[src/wlm_pkg.sv]
// constants, encodings and decoding shared by the write latency config block
// assumes the 250 MHz core clock samples the command clock and pins
// Operation
// a three-bit field selects write CAS latency 9,10,11,12,14,16 or 18.
// the first write data bit is taken that latency after the write command.
// all latencies are whole clock counts with no half-clock setting.
// total write latency is additive plus parity plus write CAS latency.
// a two-bit field picks normal, reduced, extended or automatic range.
// a set write termination is applied during writes with no extra command.
// in write leveling only the nominal termination is applied.
// with write CRC on a write burst grows from eight to ten unit intervals.
// with CRC and mask both on the controller sets 4 or 5 clocks extra.
// the controller writes zero to every reserved mode register bit; the model clears only second register ones unless keepRsvd is set.
// the 2-clock write preamble is used only at the two fastest grades.
// decoded fields hold until overwritten by the same register or reset.
package wlm_pkg;
	// =========================================================
	// command bus
	localparam int MRS_ADDR_W = 18;
	localparam logic [2:0] SEL_MR1 = 3'h1;
	localparam logic [2:0] SEL_MR2 = 3'h2;
	localparam logic [2:0] SEL_MR3 = 3'h3;
	localparam logic [2:0] SEL_MR5 = 3'h5;
	// =========================================================
	// second mode register fields
	localparam int CWL_LSB = 3;
	localparam int LOW_POWER_SELFREFRESH_RANGE_LSB = 6;
	localparam int WTERM_LSB = 9;
	localparam int CRC_BIT = 12;
	localparam logic [17:0] MR2_RSVD_MASK = 18'h3E107;
	// first, third, fifth register fields
	localparam int NTERM_LSB = 8;
	localparam int WCL_LSB = 9;
	localparam int MASK_BIT = 10;
	localparam logic [2:0] TERM_OFF = 3'h0;
	// =========================================================
	// latencies
	localparam int LAT_W = 6;
	localparam logic [1:0] BURST_CLK_NORMAL = 2'h3;
	localparam logic [2:0] BURST_CLK_CRC_EXTRA = 3'h1;
	localparam logic [LAT_W-1:0] WCL_BASE = 6'h04;
	// =========================================================
	// apb map
	localparam logic [7:0] ADDR_LATCFG = 8'h00;
	localparam logic [7:0] ADDR_STATUS = 8'h04;
	localparam logic [7:0] ADDR_MR2 = 8'h08;
	localparam int AL_LSB = 0;
	localparam int PL_LSB = 8;
	localparam logic [31:0] LATCFG_RESET = 32'h0000_0000;
	localparam logic [31:0] LATCFG_MASK = 32'h0000_0F1F;

	typedef enum logic [1:0] {
		WLM_RANGE_NORMAL,
		WLM_RANGE_REDUCED,
		WLM_RANGE_EXTENDED,
		WLM_RANGE_AUTO
	} wlm_range_e;

	// write CAS latency code to clocks, zero for the unused code
	function automatic logic [LAT_W-1:0] cwl_decode(input logic [2:0] code);
		case (code)
			3'h0: cwl_decode = 6'h09;
			3'h1: cwl_decode = 6'h0A;
			3'h2: cwl_decode = 6'h0B;
			3'h3: cwl_decode = 6'h0C;
			3'h4: cwl_decode = 6'h0E;
			3'h5: cwl_decode = 6'h10;
			3'h6: cwl_decode = 6'h12;
			default: cwl_decode = 6'h00;
		endcase
	endfunction : cwl_decode
endpackage : wlm_pkg

[src/wlm_cfg_if.sv]
// decoded configuration passed between the block's own modules
// assumes one clock domain on both sides
`timescale 1ns/1ps
`default_nettype none
interface wlm_cfg_if;
	logic [2:0] cwlCode;
	logic [4:0] additiveLatency;
	logic [3:0] parityLatency;
	logic crcEnable;
	logic [wlm_pkg::LAT_W-1:0] writeCasLatency;
	logic [wlm_pkg::LAT_W-1:0] totalWriteLatency;
	logic cwlValid;
	modport top (output cwlCode, additiveLatency, parityLatency, crcEnable,
		input writeCasLatency, totalWriteLatency, cwlValid);
	modport dec (input cwlCode, additiveLatency, parityLatency,
		output writeCasLatency, totalWriteLatency, cwlValid);
	modport tmr (input totalWriteLatency, crcEnable);
endinterface : wlm_cfg_if
`default_nettype wire

[src/wlm_latency_dec.sv]
// registered decode of write CAS latency and total write latency
// assumes fields are stable apart from mode register updates
`timescale 1ns/1ps
`default_nettype none
module wlm_latency_dec (
	// clock and reset
	input wire logic clock,
	input wire logic resetn,
	input wire logic clockEnable,
	// configuration
	wlm_cfg_if.dec cfg
);
	logic [wlm_pkg::LAT_W-1:0] next_cwl;

	always_comb begin
		next_cwl = wlm_pkg::cwl_decode(cfg.cwlCode);
	end

	always_ff @(posedge clock or negedge resetn) begin
		if (!resetn) begin
			cfg.writeCasLatency <= '0;
			cfg.totalWriteLatency <= '0;
			cfg.cwlValid <= 1'b0;
		end else if (clockEnable) begin
			cfg.writeCasLatency <= next_cwl;
			cfg.totalWriteLatency <= next_cwl
				+ wlm_pkg::LAT_W'(cfg.additiveLatency)
				+ wlm_pkg::LAT_W'(cfg.parityLatency);
			cfg.cwlValid <= (next_cwl != '0);
		end
	end
endmodule : wlm_latency_dec
`default_nettype wire

[src/wlm_write_timer.sv]
// counts command clock edges from a write command to data capture
// assumes linkRise is a one-cycle pulse per command clock rising edge
`timescale 1ns/1ps
`default_nettype none
module wlm_write_timer (
	// clock and reset
	input wire logic clock,
	input wire logic resetn,
	input wire logic clockEnable,
	// events
	input wire logic linkRise,
	input wire logic writeCommand,
	// configuration
	wlm_cfg_if.tmr cfg,
	// status
	output logic dataAccept,
	output logic burstActive,
	output logic timerBusy
);
	logic [wlm_pkg::LAT_W-1:0] latCount;
	logic [2:0] burstCount;
	logic waiting;

	assign timerBusy = waiting || burstActive;

	// latency wait, a new write while busy is ignored
	always_ff @(posedge clock or negedge resetn) begin
		if (!resetn) begin
			waiting <= 1'b0;
			latCount <= '0;
		end else if (clockEnable && linkRise) begin
			if (!waiting && !burstActive && writeCommand) begin
				waiting <= 1'b1;
				latCount <= cfg.totalWriteLatency - 6'h01;
			end else if (waiting && latCount == '0) begin
				waiting <= 1'b0;
			end else if (waiting) begin
				latCount <= latCount - 6'h01;
			end
		end
	end

	// data burst, 4 clocks or 5 with crc
	always_ff @(posedge clock or negedge resetn) begin
		if (!resetn) begin
			dataAccept <= 1'b0;
			burstActive <= 1'b0;
			burstCount <= '0;
		end else if (clockEnable) begin
			dataAccept <= linkRise && waiting && latCount == '0;
			if (linkRise && waiting && latCount == '0) begin
				burstActive <= 1'b1;
				burstCount <= {1'b0, wlm_pkg::BURST_CLK_NORMAL}
					+ (cfg.crcEnable ? wlm_pkg::BURST_CLK_CRC_EXTRA
					: 3'h0);
			end else if (linkRise && burstActive) begin
				if (burstCount == '0) begin
					burstActive <= 1'b0;
				end else begin
					burstCount <= burstCount - 3'h1;
				end
			end
		end
	end
endmodule : wlm_write_timer
`default_nettype wire

[src/wlm_write_latency_mode_config.sv]
// mode register capture, termination select and apb view of write latency
// assumes pins are asynchronous to clock; apb master on clock
`timescale 1ns/1ps
`default_nettype none
module wlm_write_latency_mode_config (
	// clock and reset
	input wire logic clock,
	input wire logic resetn,
	input wire logic clockEnable,
	// command pins
	input wire logic commandClock,
	input wire logic modeRegisterSetCommand,
	input wire logic writeCommandPin,
	input wire logic [2:0] registerSelect,
	input wire logic [17:0] commandAddress,
	input wire logic writeLevelingMode,
	// apb
	input wire logic psel,
	input wire logic penable,
	input wire logic pwrite,
	input wire logic [7:0] paddr,
	input wire logic [31:0] pwdata,
	output logic [31:0] prdata,
	output logic pready,
	output logic pslverr,
	// decoded outputs
	output logic [5:0] totalWriteLatency,
	output logic [5:0] writeCasLatency,
	output logic [1:0] lowPowerSelfrefreshRange,
	output logic [2:0] terminationSelect,
	output logic writeCrcEnable,
	output logic dataAccept,
	output logic burstActive,
	output logic reservedBitError
);
	// =========================================================
	// pin synchronisers
	localparam int PIN_W = 25;
	// bit positions of the sampled pins inside the synchroniser word
	localparam int PIN_CK = 24;
	localparam int PIN_MRS = 23;
	localparam int PIN_WR = 22;
	localparam int PIN_LVL = 21;
	localparam int PIN_SEL = 18;
	localparam int PIN_ADDR_W = 17;
	logic [PIN_W-1:0] pinMeta;
	logic [PIN_W-1:0] pinSync;
	logic ckLast;
	logic linkRise;
	logic mrsSeen;
	logic wrSeen;
	logic [2:0] selSeen;
	logic [17:0] addrSeen;
	logic levelSeen;

	always_ff @(posedge clock or negedge resetn) begin
		if (!resetn) begin
			pinMeta <= '0;
			pinSync <= '0;
			ckLast <= 1'b0;
		end else if (clockEnable) begin
			pinMeta <= {commandClock, modeRegisterSetCommand, writeCommandPin,
				writeLevelingMode, registerSelect, commandAddress};
			pinSync <= pinMeta;
			ckLast <= pinSync[PIN_CK];
		end
	end

	assign linkRise = pinSync[PIN_CK] && !ckLast;
	assign mrsSeen = pinSync[PIN_MRS];
	assign wrSeen = pinSync[PIN_WR];
	assign levelSeen = pinSync[PIN_LVL];
	assign selSeen = pinSync[PIN_SEL +: 3];
	// the top address bit feeds no captured field
	assign addrSeen = {1'b0, pinSync[PIN_ADDR_W-1:0]};

	// =========================================================
	// mode register capture
	logic [17:0] mr2Shadow;
	logic [2:0] nominalTermination;
	logic [1:0] extraWriteCmdLatency;
	logic writeByteMask;
	logic mrsTake;

	assign mrsTake = clockEnable && linkRise && mrsSeen;

	always_ff @(posedge clock or negedge resetn) begin
		if (!resetn) begin
			mr2Shadow <= '0;
		end else if (mrsTake && selSeen == wlm_pkg::SEL_MR2) begin
			mr2Shadow <= addrSeen;
		end
	end

	always_ff @(posedge clock or negedge resetn) begin
		if (!resetn) begin
			nominalTermination <= wlm_pkg::TERM_OFF;
			extraWriteCmdLatency <= '0;
			writeByteMask <= 1'b0;
		end else if (mrsTake) begin
			if (selSeen == wlm_pkg::SEL_MR1) begin
				nominalTermination <= addrSeen[wlm_pkg::NTERM_LSB +: 3];
			end
			if (selSeen == wlm_pkg::SEL_MR3) begin
				extraWriteCmdLatency <= addrSeen[wlm_pkg::WCL_LSB +: 2];
			end
			if (selSeen == wlm_pkg::SEL_MR5) begin
				writeByteMask <= addrSeen[wlm_pkg::MASK_BIT];
			end
		end
	end

	// sticky flag, a new violation wins over a clear
	logic rsvdClear;
	always_ff @(posedge clock or negedge resetn) begin
		if (!resetn) begin
			reservedBitError <= 1'b0;
		end else if (clockEnable) begin
			if (mrsTake && selSeen == wlm_pkg::SEL_MR2
				&& |(addrSeen & wlm_pkg::MR2_RSVD_MASK)) begin
				reservedBitError <= 1'b1;
			end else if (rsvdClear) begin
				reservedBitError <= 1'b0;
			end
		end
	end

	// =========================================================
	// latency decode and write timing
	wlm_cfg_if cfg ();
	logic [31:0] latCfg;
	logic timerBusy;

	assign cfg.cwlCode = mr2Shadow[wlm_pkg::CWL_LSB +: 3];
	assign cfg.additiveLatency = latCfg[wlm_pkg::AL_LSB +: 5];
	assign cfg.parityLatency = latCfg[wlm_pkg::PL_LSB +: 4];
	assign cfg.crcEnable = mr2Shadow[wlm_pkg::CRC_BIT];

	wlm_latency_dec u_dec (
		.clock(clock),
		.resetn(resetn),
		.clockEnable(clockEnable),
		.cfg(cfg.dec)
	);

	wlm_write_timer u_tmr (
		.clock(clock),
		.resetn(resetn),
		.clockEnable(clockEnable),
		.linkRise(linkRise),
		.writeCommand(wrSeen),
		.cfg(cfg.tmr),
		.dataAccept(dataAccept),
		.burstActive(burstActive),
		.timerBusy(timerBusy)
	);

	assign totalWriteLatency = cfg.totalWriteLatency;
	assign writeCasLatency = cfg.writeCasLatency;
	assign writeCrcEnable = cfg.crcEnable;

	always_ff @(posedge clock or negedge resetn) begin
		if (!resetn) begin
			lowPowerSelfrefreshRange <= 2'(wlm_pkg::WLM_RANGE_NORMAL);
		end else if (clockEnable) begin
			lowPowerSelfrefreshRange <= mr2Shadow[wlm_pkg::LOW_POWER_SELFREFRESH_RANGE_LSB +: 2];
		end
	end

	// =========================================================
	// termination select
	logic [2:0] writeTermination;
	assign writeTermination = mr2Shadow[wlm_pkg::WTERM_LSB +: 3];

	always_ff @(posedge clock or negedge resetn) begin
		if (!resetn) begin
			terminationSelect <= wlm_pkg::TERM_OFF;
		end else if (clockEnable) begin
			if (levelSeen) begin
				terminationSelect <= nominalTermination;
			end else if (timerBusy && writeTermination != wlm_pkg::TERM_OFF) begin
				terminationSelect <= writeTermination;
			end else begin
				terminationSelect <= nominalTermination;
			end
		end
	end

	// =========================================================
	// apb slave, zero wait states
	logic apbWrite;
	logic apbRead;
	logic addrOk;
	assign pready = 1'b1;
	assign apbWrite = psel && penable && pwrite && clockEnable;
	assign apbRead = psel && !penable && !pwrite;
	assign addrOk = paddr == wlm_pkg::ADDR_LATCFG
		|| paddr == wlm_pkg::ADDR_STATUS || paddr == wlm_pkg::ADDR_MR2;
	assign pslverr = psel && penable && !addrOk;
	assign rsvdClear = apbWrite && paddr == wlm_pkg::ADDR_STATUS && pwdata[31];

	always_ff @(posedge clock or negedge resetn) begin
		if (!resetn) begin
			latCfg <= wlm_pkg::LATCFG_RESET;
		end else if (apbWrite && paddr == wlm_pkg::ADDR_LATCFG) begin
			latCfg <= pwdata & wlm_pkg::LATCFG_MASK;
		end
	end

	always_ff @(posedge clock or negedge resetn) begin
		if (!resetn) begin
			prdata <= '0;
		end else if (clockEnable && apbRead) begin
			case (paddr)
				wlm_pkg::ADDR_LATCFG: prdata <= latCfg;
				wlm_pkg::ADDR_STATUS: prdata <= {reservedBitError,
					writeByteMask, 3'h0, extraWriteCmdLatency, 3'h0,
					nominalTermination, writeTermination,
					lowPowerSelfrefreshRange, cfg.crcEnable, cfg.cwlValid,
					cfg.totalWriteLatency, cfg.writeCasLatency};
				wlm_pkg::ADDR_MR2: prdata <= {14'h0, mr2Shadow};
				default: prdata <= '0;
			endcase
		end
	end

	// =========================================================
	// checks
	property p_cwl_map;
		@(posedge clock) disable iff (!resetn)
		clockEnable && $stable(mr2Shadow) |=> clockEnable |->
		writeCasLatency == wlm_pkg::cwl_decode($past(cfg.cwlCode));
	endproperty
	a_cwl_map: assert property (p_cwl_map) else $error("cwl decode wrong");
	property p_cwl_whole;
		@(posedge clock) disable iff (!resetn)
		cfg.cwlValid |-> writeCasLatency >= 6'h09 && writeCasLatency <= 6'h12;
	endproperty
	a_cwl_whole: assert property (p_cwl_whole) else $error("cwl range");
	property p_wl_sum;
		@(posedge clock) disable iff (!resetn)
		clockEnable ##1 clockEnable && $stable(latCfg) && $stable(mr2Shadow)
		|-> totalWriteLatency == writeCasLatency
			+ 6'(latCfg[4:0]) + 6'(latCfg[11:8]);
	endproperty
	a_wl_sum: assert property (p_wl_sum) else $error("wl sum wrong");
	property p_accept_burst;
		@(posedge clock) disable iff (!resetn)
		dataAccept |-> burstActive;
	endproperty
	a_accept_burst: assert property (p_accept_burst) else $error("no burst");
	property p_range;
		@(posedge clock) disable iff (!resetn)
		clockEnable |=> lowPowerSelfrefreshRange == $past(mr2Shadow[7:6]);
	endproperty
	a_range: assert property (p_range) else $error("range mismatch");
	property p_wterm;
		@(posedge clock) disable iff (!resetn)
		clockEnable && !levelSeen && timerBusy && writeTermination != 3'h0
		|=> terminationSelect == $past(writeTermination);
	endproperty
	a_wterm: assert property (p_wterm) else $error("write term missing");
	property p_level;
		@(posedge clock) disable iff (!resetn)
		clockEnable && levelSeen |=> terminationSelect == $past(nominalTermination);
	endproperty
	a_level: assert property (p_level) else $error("leveling term");
	property p_hold;
		@(posedge clock) disable iff (!resetn)
		!(mrsTake && selSeen == wlm_pkg::SEL_MR2) |=> $stable(mr2Shadow);
	endproperty
	a_hold: assert property (p_hold) else $error("mr2 changed");
	property p_crc;
		@(posedge clock) disable iff (!resetn)
		mrsTake && selSeen == wlm_pkg::SEL_MR2
		|=> writeCrcEnable == $past(addrSeen[wlm_pkg::CRC_BIT]);
	endproperty
	a_crc: assert property (p_crc) else $error("crc flag");
	// capture, sticky flag, idle termination and pulse width
	property p_mr2_take;
		@(posedge clock) disable iff (!resetn)
		mrsTake && selSeen == wlm_pkg::SEL_MR2 |=> mr2Shadow == $past(addrSeen);
	endproperty
	a_mr2_take: assert property (p_mr2_take) else $error("mr2 not taken");
	property p_rsvd_set;
		@(posedge clock) disable iff (!resetn)
		mrsTake && selSeen == wlm_pkg::SEL_MR2
		&& |(addrSeen & wlm_pkg::MR2_RSVD_MASK) |=> reservedBitError;
	endproperty
	a_rsvd_set: assert property (p_rsvd_set) else $error("reserved flag");
	property p_idle_term;
		@(posedge clock) disable iff (!resetn)
		clockEnable && !timerBusy |=> terminationSelect == $past(nominalTermination);
	endproperty
	a_idle_term: assert property (p_idle_term) else $error("idle term");
	property p_accept_pulse;
		@(posedge clock) disable iff (!resetn)
		dataAccept |=> !dataAccept;
	endproperty
	a_accept_pulse: assert property (p_accept_pulse) else $error("accept long");
	c_write: cover property (@(posedge clock) disable iff (!resetn) dataAccept);
	c_crc: cover property (@(posedge clock) disable iff (!resetn)
		dataAccept && writeCrcEnable);
	c_level: cover property (@(posedge clock) disable iff (!resetn)
		levelSeen && timerBusy);
	c_auto_range: cover property (@(posedge clock) disable iff (!resetn)
		lowPowerSelfrefreshRange == 2'(wlm_pkg::WLM_RANGE_AUTO));
	c_reserved: cover property (@(posedge clock) disable iff (!resetn)
		reservedBitError);
endmodule : wlm_write_latency_mode_config
`default_nettype wire

[config.mk]
export PLATFORM = sky130hd
export DESIGN_NAME = wlm_write_latency_mode_config
export DESIGN_NICKNAME = d
export VERILOG_FILES = /design/src/wlm_pkg.sv /design/src/wlm_cfg_if.sv /design/src/wlm_latency_dec.sv /design/src/wlm_write_timer.sv /design/src/wlm_write_latency_mode_config.sv
export SDC_FILE = /design/constraint.sdc
export NUM_CORES = 1
export LEC_CHECK = 0
export BUFFER_PORTS_ARGS = -buffer_cell sky130_fd_sc_hd__buf_4
export CELL_PAD_IN_SITES_DETAIL_PLACEMENT = 1
export CELL_PAD_IN_SITES_GLOBAL_PLACEMENT = 1
export CORE_MARGIN = 5
export CORE_UTILIZATION = 40
export DETAILED_ROUTE_END_ITERATION = 12
export PLACE_DENSITY_LB_ADDON = 0.1
export SYNTH_ARGS = -nofsm -noshare
export SYNTH_HDL_FRONTEND = slang
export SYNTH_SLANG_ARGS = --single-unit
[constraint.sdc]
create_clock -name clock -period 4.3 [get_ports clock]
set_input_delay 0.645 -clock clock [delete_from_list [all_inputs] [get_ports clock]]
set_output_delay 0.645 -clock clock [all_outputs]
set_load 0.1 [all_outputs]
### Word-level counts from Yosys, hierarchy flattened

Cells that the tools add are included.

* register bits after elaboration: 146
* input bits: 71
* output and inout bits: 55
* word-level logic and storage cells: 109

* add/sub/neg operators: 6
* eq/ne operators: 14
* mux-type cells: 18
* reductions and logical operators: 51

Operators with widths (count)
* 32-bit case mux with 3 select lines: 1
* 5-bit case mux with 7 select lines: 1
* 1-bit logical AND: 22
* 6-bit two-way mux: 3
* 3-bit two-way mux: 5
* 3-bit by 2-bit == test with 1-bit output (second input constant): 4
* 3-bit == test (second input constant): 4
* 6-bit by 1-bit subtractor with 6-bit output (second input constant): 2
* 2-bit AND reduction: 5
* 2-bit nonzero test: 5
* 3-bit AND reduction: 3
* 8-bit by 3-bit == test with 1-bit output (second input constant): 1
* 8-bit by 4-bit == test with 1-bit output (second input constant): 1
* 8-bit logical NOT: 1
* 1-bit two-way mux: 8
* 8-bit OR reduction: 1
* 5-bit by 5-bit adder with 6-bit output: 1
* 6-bit by 4-bit adder with 6-bit output: 1
* 3-bit by 1-bit == test with 1-bit output (second input constant): 2
* 1-bit logical NOT: 6
* 3-bit logical NOT: 2
* 6-bit logical NOT: 1
* 6-bit nonzero test: 1
* 2-bit by 1-bit != test with 1-bit output (second input constant): 2
* other kinds (4): 6

### Depth between registers and ports, before layout

Gate-level depths: netlist (run 1).

* word-level depth: 8
* gate-level depth with buffers: 10
* gate-level depth less buffers: 9

### Hierarchy

Synthesis (run 1) repeated with hierarchy kept, for this count alone.

* cells, all modules: 499
* area total of the unflattened synthesis: 6331.1 um2

Modules (own cells, without submodules)
* wlm_write_latency_mode_config: times used 1, cells each 336, area each 4694.5 um2, seq. area each 2827.7 um2
* wlm_write_timer: times used 1, cells each 91, area each 827.0 um2, seq. area each 300.3 um2
* wlm_latency_dec: times used 1, cells each 72, area each 809.5 um2, seq. area each 300.3 um2

### Worst setup path before layout (run 1)

No wires, ideal clock.

* path kind: input port to output port
* start: input port paddr[4]
* end: output port pslverr
* arrival time: 2378 ps
* required time: 3655 ps
* path slack: 1277 ps
* stages: 5
* path buffers: 1
* path through: nor4_1 > nand2_1 > clkbuf_1 > a21oi_1 > nor2_1

* longest elaborated chain between the ends: 5
* elaborated cells on any way between the ends: 7
* classes of those cells: 2 x eq/ne; 5 x reduce/logical

RTL lines
* from (decl): line wlm_write_latency_mode_config.sv:21 `input wire logic [7:0] paddr,`
* 8-bit by 3-bit == test with 1-bit output / 8-bit logical NOT (equally long branches): line wlm_write_latency_mode_config.sv:198, wlm_write_latency_mode_config.sv:197
* 1-bit logical OR: line wlm_write_latency_mode_config.sv:198 `|| paddr == wlm_pkg::ADDR_STATUS || paddr == wlm_pkg::ADDR_MR2;`
* 1-bit logical OR *: line wlm_write_latency_mode_config.sv:198
* 1-bit logical NOT *: line wlm_write_latency_mode_config.sv:199 `assign pslverr = psel && penable && !addrOk;`
* 1-bit logical AND *: line wlm_write_latency_mode_config.sv:199
* to (decl): line wlm_write_latency_mode_config.sv:25 `output logic pslverr,`

Mark *: on every way between the ends. The rest lies on a longest branch, timed or not.

### Worst setup path after layout (run 1)

* start: register mr2Shadow[3]
* end: register u_dec.cfg.totalWriteLatency[5]

* longest elaborated chain between the ends: 4
* elaborated cells on any way between the ends: 10
* classes of those cells: 2 x add/sub; 6 x eq/ne; 1 x mux; 1 x reduce/logical

RTL lines
* from (decl): line wlm_write_latency_mode_config.sv:79 `logic [17:0] mr2Shadow;`
* from (signal assigned): line wlm_write_latency_mode_config.sv:91 `mr2Shadow <= addrSeen;`
* 3-bit == test, or another cell as far along: line wlm_pkg.sv:61 `case (code)`
* 5-bit case mux with 7 select lines *: line wlm_pkg.sv:61
* named net u_dec.next_cwl (one bit): line wlm_latency_dec.sv:13 `logic [wlm_pkg::LAT_W-1:0] next_cwl;`
* 5-bit by 5-bit adder with 6-bit output *: line wlm_latency_dec.sv:27 `+ wlm_pkg::LAT_W'(cfg.additiveLatency)`
* 6-bit by 4-bit adder with 6-bit output *: line wlm_latency_dec.sv:28 `+ wlm_pkg::LAT_W'(cfg.parityLatency);`
* to (signal assigned): line wlm_latency_dec.sv:26 `cfg.totalWriteLatency <= next_cwl`
* to (decl): line wlm_cfg_if.sv:16 `output writeCasLatency, totalWriteLatency, cwlValid);`

The timed path passes the listed nets; every way through them passes the cells marked *.
A chain may end at the register's enable or synchronous reset.

==> tab_implementation.tex, run 1 <==
\begin{tabular}{lr}
\hline
Metric & Value \\
\hline
\multicolumn{2}{l}{\textbf{Layout}} \\
Final Instance Count excl. Fillers & 785 \\
Commonest cells after routing, fill and taps aside & sky130\_fd\_sc\_hd\_\_dfrtp\_1 (137), sky130\_fd\_sc\_hd\_\_buf\_4 (98), sky130\_fd\_sc\_hd\_\_mux2\_2 (93) \\
Final non-filler cell area & 7620 um2 \\
Share of post-route cells with drive strength above 1 & 0.395 \\
Most common cell after layout, fill and taps aside & sky130\_fd\_sc\_hd\_\_dfrtp\_1 \\
Layout Area Growth over Synthesis & 23.3\% \\
Final net count & 668 \\
Filler Cells Inserted & 1581 \\
Antenna cells & 0 \\
\multicolumn{2}{l}{\textbf{Floorplan}} \\
Vertical extent of the die & 134 um \\
Die outline area & 18000 um2 \\
Initial Util & 0.407 \\
Placeable core region & 15200 um2 \\
Cell Rows & 45 \\
Count of pins on the block boundary & 126 \\
Die width & 134 um \\
\multicolumn{2}{l}{\textbf{Pwr}} \\
Leakage component of the power & 3.56 nW \\
Highest ir drop seen on vdd & 297 uV \\
Power density over cell area & 584 nW/um2 \\
Total power & 4.45 mW \\
\multicolumn{2}{l}{\textbf{Place}} \\
Placed standard-cell area & 7020 um2 \\
Number of buffer cells added on primary ports & 94 \\
Placer Congestion & 0.779 \\
Placed wire-length estimate & 10600 um \\
Placed cell count & 753 \\
\multicolumn{2}{l}{\textbf{Drt}} \\
DR DRC count & 0 \\
Number of iterations in the first detailed-routing pass & 4 \\
Vias/cell & 5.37 \\
Wire length reported by the detailed router & 15000 um \\
1st-iter DRT viols & 199 \\
Number of nets with antenna violations after routing & 0 \\
Routed len/inst & 19.1 um \\
Vias after detailed routing & 4218 \\
\multicolumn{2}{l}{\textbf{Timing}} \\
Tightest hold margin & 0.249 ns \\
Sum Neg Setup Slack & 0 ns \\
RSZ-0062 raised after global routing & no \\
Relative slew slack & 0.355 \\
Max-slew violation total from the final report & 0 \\
Slew of the pin with the lowest slew margin & 0.960 ns \\
Upper clock frequency limit & 344 MHz \\
Final setup viols & 0 \\
Endpoints failing hold & 0 \\
Setup skew after layout & 0.00795 ns \\
Final critical-path share of the clock period & 0.677 \\
Tmin final & 2.91 ns \\
\multicolumn{2}{l}{\textbf{Status}} \\
Run status & completed \\
\multicolumn{2}{l}{\textbf{Yosys}} \\
Post-synthesis average cell area & 12.6 um2 \\
Total of flip-flops plus latches after synthesis & 137 \\
Top post-synthesis cells by area & sky130\_fd\_sc\_hd\_\_dfrtp\_1 (55\%), sky130\_fd\_sc\_hd\_\_mux2\_2 (17\%), sky130\_fd\_sc\_hd\_\_nand2\_1 (2.1\%), sky130\_fd\_sc\_hd\_\_mux2i\_1 (2.1\%), sky130\_fd\_sc\_hd\_\_a21oi\_1 (1.6\%) \\
Cell type contributing the most total cell area after synthesis & sky130\_fd\_sc\_hd\_\_dfrtp\_1 \\
Sequential element share of the synthesized area & 0.555 \\
Total number of yosys warnings & 0 \\
Main flop type after synthesis & sky130\_fd\_sc\_hd\_\_dfrtp\_1 \\
Syn Inst Count & 492 \\
Number of library cell types mapped by synthesis & 55 \\
Post-synth ARST share & 1.00 \\
Post-Synthesis Cell Area & 6180 um2 \\
Fraction of post-synthesis cell area in the top cell type by area & 0.555 \\
Number of enable-type register cells in the synthesized netlist & 0 \\
\multicolumn{2}{l}{\textbf{GRT}} \\
Congestion Overflow GR & 0 \\
First-pass GRT wire length & 24800 um \\
GRT Util Overall & 0.177 \\
Pin count of the biggest net entering global routing & 75 \\
Number of global-route vias before repair & 4525 \\
Initial antenna violation count & 0 \\
\multicolumn{2}{l}{\textbf{Worst setup path}} \\
Maximum fanout along the worst path & 8 \\
Register-to-Register Path Depth & 8 \\
Category of the worst setup path launch point & flip-flop \\
Setup slack of the most critical reg-to-reg path & 1.39 ns \\
Critical Path Source & mr2Shadow[3]\$\_DFFE\_PN0P\_ \\
Critical path type & reg -> reg \\
CP required & 4.60 ns \\
Arrival time reported for the critical path endpoint & 3.21 ns \\
Launch instance of the worst register-to-register path & mr2Shadow[3]\$\_DFFE\_PN0P\_ \\
Endpoint of the worst-slack reg-to-reg timing path & u\_dec.cfg.totalWriteLatency[5]\$\_DFFE\_PN0P\_ \\
Sort of element at the end of the critical path & flip-flop \\
\multicolumn{2}{l}{\textbf{Clock network}} \\
Clk buf depth & 2 \\
Number of buffers created by CTS & 17 \\
Register clock-pin slew on the reported worst setup and hold paths & 0.06 ns \\
CTS Hold Bufs & 0 \\
Post-CTS setup buffer count & 0 \\
Clock root cell & sky130\_fd\_sc\_hd\_\_clkbuf\_16 \\
Worst-skew pair later-pin latency & 0.42 ns \\
TritonCTS clock tree & yes \\
Resized Gates After CTS & 0 \\
Number of sinks on the clock net & 137 \\
H-tree depth & 4 \\
\multicolumn{2}{l}{\textbf{Run}} \\
Count of maximum capacitance violations & 0 \\
\multicolumn{2}{l}{\textbf{Min path}} \\
Hold Crit Class & in -> async \\
\hline
\end{tabular}
-- logic make-up after synthesis --
family          share of synthesized area
flops                               0.555
mux                                 0.191
simple gates                       0.0854
compound gates                     0.0923
buf+inv                            0.0320
fa+ha+maj                          0.0324
xor+xnor                           0.0113
other cells                       0.00122
-- synth_stat cells (5+ instances only) --
| cell | instances |
|---|---|
| sky130_fd_sc_hd__nor3_1 | 6 |
| sky130_fd_sc_hd__clkbuf_1 | 14 |
| sky130_fd_sc_hd__inv_1 | 10 |
| sky130_fd_sc_hd__mux2i_1 | 13 |
| sky130_fd_sc_hd__buf_4 | 8 |
| sky130_fd_sc_hd__mux2_2 | 93 |
| sky130_fd_sc_hd__a21oi_1 | 20 |
| sky130_fd_sc_hd__o21ai_0 | 17 |
| sky130_fd_sc_hd__o31ai_1 | 10 |
| sky130_fd_sc_hd__nor2_1 | 25 |
| sky130_fd_sc_hd__dfrtp_1 | 137 |
| sky130_fd_sc_hd__ha_1 | 8 |
| sky130_fd_sc_hd__a22oi_1 | 12 |
| sky130_fd_sc_hd__a22o_1 | 10 |
| sky130_fd_sc_hd__nand2_1 | 35 |
| sky130_fd_sc_hd__buf_2 | 8 |
| sky130_fd_sc_hd__fa_1 | 5 |
-- critical path: stages (launching register included) --
cell	delay, ns
sky130_fd_sc_hd__dfrtp_1	0.55
sky130_fd_sc_hd__nand2_1	0.12
sky130_fd_sc_hd__o21ai_0	0.39
sky130_fd_sc_hd__fa_1	0.54
sky130_fd_sc_hd__fa_1	0.47
sky130_fd_sc_hd__a21o_1	0.20
sky130_fd_sc_hd__a21oi_1	0.18
sky130_fd_sc_hd__xnor2_1	0.08
sky130_fd_sc_hd__mux2_2	0.26
-- power by group --
group / switching [mW] / total (mW) / internal [mW] / leakage, nW
clock network: 0.571 / 1.46 / 0.888 / 0.290
logic: 0.810 / 1.22 / 0.414 / 1.54
registers: 0.258 / 1.77 / 1.51 / 1.73
total: 1.64 / 4.45 / 2.82 / 3.56
-- how the worst max path moves through the flow --
| stage | end | slack [ns] |
|---|---|---|
| 3_3_place_gp | prdata[26]$_DFFE_PN0P_ | 1.22 |
| 4_1_cts | u_dec.cfg.totalWriteLatency[5]$_DFFE_PN0P_ | 1.41 |
| 3_5_place_dp | prdata[20]$_DFFE_PN0P_ | 1.21 |
| 5_1_grt | u_dec.cfg.totalWriteLatency[5]$_DFFE_PN0P_ | 1.27 |
| 2_1_floorplan | pslverr | 1.28 |
| 6_report | u_dec.cfg.totalWriteLatency[5]$_DFFE_PN0P_ | 1.39 |
-- metrics by stage --
step,utilization,worst slack (ns)
4_1_cts,0.501,1.41
3_3_place_gp,0.462,1.22
6_report,0.501,1.39
3_5_place_dp,0.462,1.21
2_1_floorplan,-,1.28
5_1_grt,0.501,1.27
-- layer usage --
metal,share of wire,wire length [um],global-route usage,vias to the layer above
met4,0.018,264,0.0600,0
met5,0,0,0,-
li1,-,-,-,1948
met2,0.48,7150,0.276,93
met3,0.047,700,0.0461,21
met1,0.46,6890,0.240,2156
-- sequential cells by signal (all words and copies together) (netlist names), 2 cells and up --
| name | cells |
|---|---|
| u_dec.cfg.writeCasLatency | 5 |
| u_tmr.burstCount | 3 |
| nominalTermination | 3 |
| terminationSelect | 3 |
| prdata | 26 |
| mr2Shadow | 17 |
| lowPowerSelfrefreshRange | 2 |
| pinSync | 24 |
| latCfg | 9 |
| u_tmr.latCount | 6 |
| pinMeta | 24 |
| u_dec.cfg.totalWriteLatency | 6 |
| extraWriteCmdLatency | 2 |
-- final cells by class --
class                      count  area [um2]  area share
tap                          188         235      0.0309
timing repair buffer          99         747      0.0980
inverter                      10        37.5     0.00493
clock buffer                  19         453      0.0594
multi-input combinational    319        2580       0.338
clock inverter                13         143      0.0187
sequential                   137        3430       0.450
(Power assumes the default switching activity.)
==> run 2: changes to the inputs <==
- ABC_AREA: default -> 1
- CORE_UTILIZATION: 40 -> 37
- clock period: 4.3 -> 2.45 ns (I/O delays scaled with it)
==> run 2 against run 1 <==
  * Utilization decreased by 2.3 points
  * Highest routed layer unchanged
  * Global-route usage grew 1.4 points
  * Worst hold slack got worse by 0.11 ns
  * Maximum frequency rose by 19%
  * Combinational power increased by 110%
  * Clock-buffer cell count is 1 higher
  * Final area increased by 4.5%
  * Final cell count increased by 39%
  * Sequential power increased by 66%
  * Sequential share of layout area is 1.9 points lower
  * Non-clock buffer count increased by 25
  * Synthesized cell count grew 51%
==> tab_implementation.tex, run 2 <==
\begin{tabular}{lr}
\hline
Metric & Value \\
\hline
\multicolumn{2}{l}{\textbf{Worst setup path}} \\
Setup slack of the most critical reg-to-reg path & 0.01 ns (-1.38 ns) \\
Number of buffers and inverters on the critical path & 1 (+1) \\
Critical path depth & 12 (+4) \\
Sort of element at the end of the critical path & flip-flop \\
CP required & 2.76 ns (-1.84 ns) \\
Arrival time reported for the critical path endpoint & 2.75 ns (-0.46 ns) \\
Register-to-Register Path Depth & 12 (+4) \\
Maximum fanout along the worst path & 5 (-3) \\
Cell-by-cell trace of the critical path & nor2\_1, inv\_1, nand2\_1, a21oi\_2, fa\_1, ha\_2, fa\_2, nand2\_2, nand2\_2, a21oi\_2, xor2\_1, o21ai\_1 \\
Category of the worst setup path launch point & flip-flop \\
Critical path type & reg -> reg \\
Cell type of the slowest stage on the worst timing path & sky130\_fd\_sc\_hd\_\_dfrtp\_1 \\
Crit path largest cell delay & 0.42 ns (-0.13 ns) \\
Top delay family on crit path & adder cells \\
\multicolumn{2}{l}{\textbf{Timing}} \\
Upper clock frequency limit & 410 MHz (+19\%) \\
Relative slew slack & 0.525 (+0.171) \\
Slew of the pin with the lowest slew margin & 0.712 ns (-0.248 ns) \\
Sum Neg Setup Slack & 0 ns (unchanged) \\
RSZ-0062 raised after global routing & yes \\
Crit path setup slack, layout & 0.00967 ns (-1.38 ns) \\
Max-slew violation total from the final report & 0 (unchanged) \\
Final critical-path share of the clock period & 0.996 (+0.319) \\
Final setup viols & 0 (unchanged) \\
Tightest hold margin & 0.137 ns (-0.112 ns) \\
Endpoints failing hold & 0 (unchanged) \\
Setup skew after layout & 0.0103 ns (+0.00239 ns) \\
Tmin final & 2.44 ns (-0.469 ns) \\
\multicolumn{2}{l}{\textbf{Floorplan}} \\
Placeable core region & 16600 um2 (+9.5\%) \\
Count of pins on the block boundary & 126 (unchanged) \\
Die width & 141 um (+4.7\%) \\
Vertical extent of the die & 141 um (+4.7\%) \\
Cell Rows & 47 (+4.4\%) \\
Initial Util & 0.379 (-0.0274) \\
Die outline area & 19800 um2 (+9.6\%) \\
\multicolumn{2}{l}{\textbf{Yosys}} \\
Post-synthesis average cell area & 8.47 um2 (-33\%) \\
Top-count cell post-synth & sky130\_fd\_sc\_hd\_\_nand2\_1 \\
Main flop type after synthesis & sky130\_fd\_sc\_hd\_\_dfrtp\_1 \\
Post-synth ARST share & 1.00 (unchanged) \\
Syn Inst Count & 745 (+51\%) \\
Sequential element share of the synthesized area & 0.543 (-0.0114) \\
Total of flip-flops plus latches after synthesis & 137 (unchanged) \\
Top post-synthesis cells by count & sky130\_fd\_sc\_hd\_\_nand2\_1 (298), sky130\_fd\_sc\_hd\_\_dfrtp\_1 (137), sky130\_fd\_sc\_hd\_\_o21ai\_0 (75), sky130\_fd\_sc\_hd\_\_inv\_1 (65), sky130\_fd\_sc\_hd\_\_nand3\_1 (31) \\
Total number of yosys warnings & 0 (unchanged) \\
Cell type contributing the most total cell area after synthesis & sky130\_fd\_sc\_hd\_\_dfrtp\_1 \\
Number of library cell types mapped by synthesis & 36 (-35\%) \\
Top post-synthesis cells by area & sky130\_fd\_sc\_hd\_\_dfrtp\_1 (54\%), sky130\_fd\_sc\_hd\_\_nand2\_1 (18\%), sky130\_fd\_sc\_hd\_\_o21ai\_0 (5.9\%), sky130\_fd\_sc\_hd\_\_inv\_1 (3.9\%), sky130\_fd\_sc\_hd\_\_nand3\_1 (2.5\%) \\
Number of enable-type register cells in the synthesized netlist & 0 (unchanged) \\
Post-Synthesis Cell Area & 6310 um2 (+2.1\%) \\
Fraction of post-synthesis cell area in the top cell type by area & 0.543 (-0.0114) \\
\multicolumn{2}{l}{\textbf{Clock network}} \\
Worst-skew pair later-pin latency & 0.43 ns (about the same) \\
H-tree depth & 4 (unchanged) \\
Register clock-pin slew on the reported worst setup and hold paths & 0.06 ns (about the same) \\
Clock root cell & sky130\_fd\_sc\_hd\_\_clkbuf\_16 \\
TritonCTS clock tree & yes \\
Number of buffers created by CTS & 17 (unchanged) \\
Clk buf depth & 2 (unchanged) \\
Number of sinks on the clock net & 137 (unchanged) \\
\multicolumn{2}{l}{\textbf{Drt}} \\
Routed wl met3 & 637 um (-9.0\%) \\
Number of nets with antenna violations after routing & 0 (unchanged) \\
Number of iterations in the first detailed-routing pass & 4 (unchanged) \\
Vias after detailed routing & 5275 (+25\%) \\
1st-iter DRT viols & 228 (+15\%) \\
Vias/cell & 4.85 (-9.8\%) \\
DR DRC count & 0 (unchanged) \\
Wire length reported by the detailed router & 18100 um (+20\%) \\
Length of routed met2 wiring & 9060 um (+27\%) \\
Uppermost layer routed & met4 \\
Routed len/inst & 16.6 um (-13\%) \\
Length of routed wiring on met1 & 8110 um (+18\%) \\
\multicolumn{2}{l}{\textbf{GRT}} \\
First-pass GRT wire length & 29600 um (+20\%) \\
GRT Util Overall & 0.190 (+0.0139) \\
Number of global-route vias before repair & 5687 (+26\%) \\
Initial antenna violation count & 0 (unchanged) \\
Pin count of the biggest net entering global routing & 72 (-4.0\%) \\
Congestion Overflow GR & 0 (unchanged) \\
\multicolumn{2}{l}{\textbf{Min path}} \\
Hold depth & 3 \\
Hold Crit Class & in -> reg \\
\multicolumn{2}{l}{\textbf{Place}} \\
Placed wire-length estimate & 13100 um (+24\%) \\
Number of buffer cells added on primary ports & 94 (unchanged) \\
Placer Congestion & 0.836 (+7.2\%) \\
Placed standard-cell area & 7310 um2 (+4.0\%) \\
Placed cell count & 1048 (+39\%) \\
Worst slack after detailed placement & -0.149 ns (-1.36 ns) \\
\multicolumn{2}{l}{\textbf{Pwr}} \\
Total power & 7.97 mW (+79\%) \\
Leakage component of the power & 4.15 nW (+17\%) \\
Power density over cell area & 1000 nW/um2 (+71\%) \\
Highest ir drop seen on vdd & 644 uV (+120\%) \\
\multicolumn{2}{l}{\textbf{Layout}} \\
Most common cell after layout, fill and taps aside & sky130\_fd\_sc\_hd\_\_nand2\_1 \\
Final net count & 939 (+41\%) \\
Biggest registers after layout & prdata: 26 flops, pinMeta: 24 flops, pinSync: 24 flops \\
Max FFs per register & 26 (unchanged) \\
Commonest cells after routing, fill and taps aside & sky130\_fd\_sc\_hd\_\_nand2\_1 (295), sky130\_fd\_sc\_hd\_\_dfrtp\_1 (137), sky130\_fd\_sc\_hd\_\_buf\_4 (119) \\
Final non-filler cell area & 7960 um2 (+4.5\%) \\
Filler Cells Inserted & 1976 (+25\%) \\
Final Instance Count excl. Fillers & 1088 (+39\%) \\
Share of post-route cells with drive strength above 1 & 0.209 (-0.187) \\
Layout Area Growth over Synthesis & 26.2\% \\
Antenna cells & 0 (unchanged) \\
Largest reg by FF count & prdata \\
Fraction of the core area covered by cells at the end of the flow & 0.478 (-0.0228) \\
\multicolumn{2}{l}{\textbf{Run}} \\
Count of maximum capacitance violations & 0 (unchanged) \\
\multicolumn{2}{l}{\textbf{Status}} \\
Run status & completed \\
\hline
\end{tabular}
run 2: worst reg2reg max path: stages (launching register included):
cell	delay, ns
sky130_fd_sc_hd__dfrtp_1	0.42
sky130_fd_sc_hd__nor2_1	0.07
sky130_fd_sc_hd__inv_1	0.07
sky130_fd_sc_hd__nand2_1	0.07
sky130_fd_sc_hd__a21oi_2	0.20
sky130_fd_sc_hd__fa_1	0.42
sky130_fd_sc_hd__ha_2	0.21
sky130_fd_sc_hd__fa_2	0.37
sky130_fd_sc_hd__nand2_2	0.09
sky130_fd_sc_hd__nand2_2	0.05
sky130_fd_sc_hd__a21oi_2	0.14
sky130_fd_sc_hd__xor2_1	0.15
sky130_fd_sc_hd__o21ai_1	0.07
run 2: layer usage:
metal / vias to the layer above / track usage
li1: 2560 / -
met1: 2607 / 0.243
met2: 86 / 0.325
met3: 22 / 0.0437
met4: 0 / 0.0546
met5: - / 0
run 2: worst paths after layout:
kind	startpoint	endpoint
min reg2reg	pinMeta[18]$_DFFE_PN0P_	pinMeta[18]$_DFFE_PN0P_
max reg2reg	mr2Shadow[3]$_DFFE_PN0P_	u_dec.cfg.totalWriteLatency[5]$_DFFE_PN0P_
max	mr2Shadow[3]$_DFFE_PN0P_	u_dec.cfg.totalWriteLatency[5]$_DFFE_PN0P_
max in group asynchronous	resetn	u_dec.cfg.writeCasLatency[2]$_DFFE_PN0P_
min in group asynchronous	resetn	u_tmr.burstCount[0]$_DFFE_PN0P_
min	commandAddress[0]	pinMeta[0]$_DFFE_PN0P_
run 2: where the power goes:
part,total [mW],internal (mW),switching [mW]
clock network,2.50,1.46,1.04
registers,2.94,2.64,0.303
logic,2.53,0.750,1.78
total,7.97,4.85,3.12
run 2: what timing repair did:
item / 4_1_cts / 5_1_grt
endpoints found under the setup margin: 1 / 1
pin swaps: 2 / 7
endpoints found under the hold margin: 27 / 0
hold buffers: 1 / 0
resized for setup: 3 / 5
buffers inserted: 2 / 5
run 2: kinds of logic (layout without fill, tap and decap cells):
family	after synthesis	after routing	synth area share
and+or+nand+nor	371	371	0.241
DFF	137	137	0.543
AOI/OAI and AO/OA	112	112	0.103
buffers and inverters	106	223	0.0738
adders and majority gates	13	13	0.0317
xor gates and xnor gates	4	4	0.00555
other	2	8	0.00119
run 2: cell type report:
| type | instances | area, um2 | share of cell area |
|---|---|---|---|
| inverter | 67 | 251 | 0.0316 |
| timing repair buffer | 124 | 975 | 0.122 |
| multi-input combinational | 508 | 2460 | 0.309 |
| tap | 220 | 275 | 0.0346 |
| clock inverter | 12 | 116 | 0.0146 |
| sequential | 137 | 3430 | 0.431 |
| clock buffer | 20 | 457 | 0.0574 |
==> run 3: changes to the inputs <==
--- a/constraint.sdc
+++ b/constraint.sdc
@@ -3,2 +3,2 @@
 set_output_delay 0.3675 -clock clock [all_outputs]
-set_load 0.1 [all_outputs]
+set_load 0.005 [all_outputs]
==> run 3 against run 2 <==
  * Critical path depth fell by 2
  * Sequential power is essentially flat
  * Utilization is 0.46 points lower
  * Largest power group unchanged
==> tab_implementation.tex, run 3 (synthesis gave the netlist of run 2 again) <==
\begin{tabular}{lr}
\hline
Metric & Value \\
\hline
\multicolumn{2}{l}{\textbf{Place}} \\
Placed wire-length estimate & 13300 um (+1.4\%) \\
Placer Congestion & 0.816 (-2.3\%) \\
Number of buffer cells added on primary ports & 94 (unchanged) \\
Worst slack after detailed placement & -0.145 ns (+0.00316 ns) \\
\multicolumn{2}{l}{\textbf{Clock network}} \\
TritonCTS clock tree & yes \\
Number of sinks on the clock net & 137 (unchanged) \\
Worst-skew pair later-pin latency & 0.42 ns (about the same) \\
Clock root cell & sky130\_fd\_sc\_hd\_\_clkbuf\_16 \\
Number of buffers created by CTS & 17 (unchanged) \\
Clk buf depth & 2 (unchanged) \\
Register clock-pin slew on the reported worst setup and hold paths & 0.06 ns (about the same) \\
H-tree depth & 4 (unchanged) \\
\multicolumn{2}{l}{\textbf{Drt}} \\
DR DRC count & 0 (unchanged) \\
Wire length reported by the detailed router & 17800 um (-1.7\%) \\
Routed len/inst & 16.4 um (-1.4\%) \\
Number of nets with antenna violations after routing & 0 (unchanged) \\
Number of iterations in the first detailed-routing pass & 4 (unchanged) \\
1st-iter DRT viols & 204 (-11\%) \\
Vias/cell & 4.82 (-0.62\%) \\
Vias after detailed routing & 5228 (-0.89\%) \\
\multicolumn{2}{l}{\textbf{Floorplan}} \\
Die width & 141 um (unchanged) \\
Cell Rows & 47 (unchanged) \\
Initial Util & 0.379 (unchanged) \\
Placeable core region & 16600 um2 (unchanged) \\
Vertical extent of the die & 141 um (unchanged) \\
Die outline area & 19800 um2 (unchanged) \\
Count of pins on the block boundary & 126 (unchanged) \\
\multicolumn{2}{l}{\textbf{Layout}} \\
Biggest registers after layout & prdata: 26 flops, pinMeta: 24 flops, pinSync: 24 flops \\
Max FFs per register & 26 (unchanged) \\
Commonest cells after routing, fill and taps aside & sky130\_fd\_sc\_hd\_\_nand2\_1 (295), sky130\_fd\_sc\_hd\_\_dfrtp\_1 (137), sky130\_fd\_sc\_hd\_\_buf\_4 (119) \\
Share of post-route cells with drive strength above 1 & 0.207 (-0.00159) \\
Antenna cells & 0 (unchanged) \\
Final net count & 937 (-0.21\%) \\
Layout Area Growth over Synthesis & 25.0\% \\
Filler Cells Inserted & 1963 (-0.66\%) \\
Largest reg by FF count & prdata \\
Most common cell after layout, fill and taps aside & sky130\_fd\_sc\_hd\_\_nand2\_1 \\
\multicolumn{2}{l}{\textbf{Worst setup path}} \\
CP required & 2.74 ns (-0.02 ns) \\
Arrival time reported for the critical path endpoint & 2.68 ns (-0.07 ns) \\
Category of the worst setup path launch point & flip-flop \\
Maximum fanout along the worst path & 3 (-2) \\
Critical path type & reg -> reg \\
Launch instance of the worst register-to-register path & mr2Shadow[5]\$\_DFFE\_PN0P\_ \\
Sort of element at the end of the critical path & flip-flop \\
Critical Path Source & mr2Shadow[5]\$\_DFFE\_PN0P\_ \\
\multicolumn{2}{l}{\textbf{Timing}} \\
Final setup viols & 0 (unchanged) \\
Slew of the pin with the lowest slew margin & 0.511 ns (-0.201 ns) \\
Crit path setup slack, layout & 0.0633 ns (+0.0537 ns) \\
Tmin final & 2.39 ns (-0.0537 ns) \\
Setup skew after layout & 0.00939 ns (-0.000950 ns) \\
Max-slew violation total from the final report & 0 (unchanged) \\
RSZ-0062 raised after global routing & yes \\
Final critical-path share of the clock period & 0.974 (-0.0219) \\
Upper clock frequency limit & 419 MHz (+2.2\%) \\
Tightest hold margin & 0.148 ns (+0.0114 ns) \\
Endpoints failing hold & 0 (unchanged) \\
Relative slew slack & 0.656 (+0.131) \\
\multicolumn{2}{l}{\textbf{Run}} \\
Count of maximum capacitance violations & 0 (unchanged) \\
\multicolumn{2}{l}{\textbf{GRT}} \\
GRT Util Overall & 0.183 (-0.00726) \\
Congestion Overflow GR & 0 (unchanged) \\
Initial antenna violation count & 0 (unchanged) \\
First-pass GRT wire length & 28800 um (-2.8\%) \\
Number of global-route vias before repair & 5531 (-2.7\%) \\
Pin count of the biggest net entering global routing & 62 (-14\%) \\
\multicolumn{2}{l}{\textbf{Pwr}} \\
Highest ir drop seen on vdd & 529 uV (-18\%) \\
Leakage component of the power & 4.11 nW (-1.1\%) \\
Power density over cell area & 871 nW/um2 (-13\%) \\
\multicolumn{2}{l}{\textbf{Min path}} \\
Hold Crit Class & in -> reg \\
Hold wc startpoint & commandAddress[3] \\
\multicolumn{2}{l}{\textbf{Status}} \\
Run status & completed \\
\hline
\end{tabular}
## run 3: changes by cell type in the layout (fill, tap and decap cells not counted), moves of 2 or more
cell / before / now
sky130_fd_sc_hd__clkinv_2: 2 / 4
sky130_fd_sc_hd__clkinvlp_4: 2 / 5
sky130_fd_sc_hd__buf_12: 3 / 1
sky130_fd_sc_hd__clkbuf_8: 2 / 0
sky130_fd_sc_hd__inv_6: 3 / 1
## run 3: area by class of cell
type,instances,area [um2],area share
clock buffers,17,425,0.0540
clock inverters,14,104,0.0132
inverters,67,251,0.0319
multi-input cells,508,2470,0.313
flip-flops and latches,137,3430,0.435
well taps,220,275,0.0349
repair buffers,122,935,0.119
## run 3: power breakdown
group	internal (mW)	switching, mW	total, mW
Combinational	0.693	0.923	1.62
Sequential	2.64	0.306	2.95
Clock	1.29	1.01	2.30
## run 3: worst max-delay path, cell delays in order (launching register included)
cell and delay, ns:
sky130_fd_sc_hd__dfrtp_1 0.40, sky130_fd_sc_hd__buf_4 0.15, sky130_fd_sc_hd__o21ai_1 0.11, sky130_fd_sc_hd__o21a_1 0.21, sky130_fd_sc_hd__fa_1 0.48, sky130_fd_sc_hd__fa_2 0.43, sky130_fd_sc_hd__nand2_2 0.09, sky130_fd_sc_hd__nand2_2 0.06
sky130_fd_sc_hd__a21oi_2 0.14, sky130_fd_sc_hd__xor2_1 0.15, sky130_fd_sc_hd__o21ai_1 0.07
## run 3: metrics by stage
step	setup TNS [ns]	area (um2)	total power [mW]	std cells	util
final	0	7890	6.87	1085	0.474
after global placement	-0.0478	7300	4.51	1051	0.439
after CTS	0	7870	6.95	1083	0.473
after detailed placement	-0.145	7300	4.57	1051	0.439
after floorplan	0	6330	3.80	751	-
after global routing	-0.0693	7890	7.29	1085	0.474
## run 3: final timing paths
path / end / slack, ns / depth (start not counted)
min in group asynchronous: u_tmr.latCount[1]$_DFFE_PN0P_ / 0.47 / 2
max in group asynchronous: prdata[10]$_DFFE_PN0P_ / 1.25 / 3
setup / recovery: u_dec.cfg.totalWriteLatency[5]$_DFFE_PN0P_ / 0.06 / 10
setup reg to reg: u_dec.cfg.totalWriteLatency[5]$_DFFE_PN0P_ / 0.06 / 10
hold / removal: pinMeta[3]$_DFFE_PN0P_ / 0.15 / 3
hold reg to reg: pinMeta[0]$_DFFE_PN0P_ / 0.47 / 2
## run 3: layer usage
layer,vias to the layer above,track usage,routed length [um]
li1,2555,-,-
met1,2554,0.246,7930
met2,106,0.308,8810
met3,13,0.0339,857
met4,0,0.0459,165
met5,-,0,0
## run 3: what timing repair did
item | CTS | global route
endpoints found under the setup margin | 1 | 1
gates resized for setup | 7 | 2
buffers inserted | 0 | 2
cloned | 0 | 0
pin swaps | 4 | 8
hold buffers | 1 | 0
hold endpoints to repair | 50 | 0
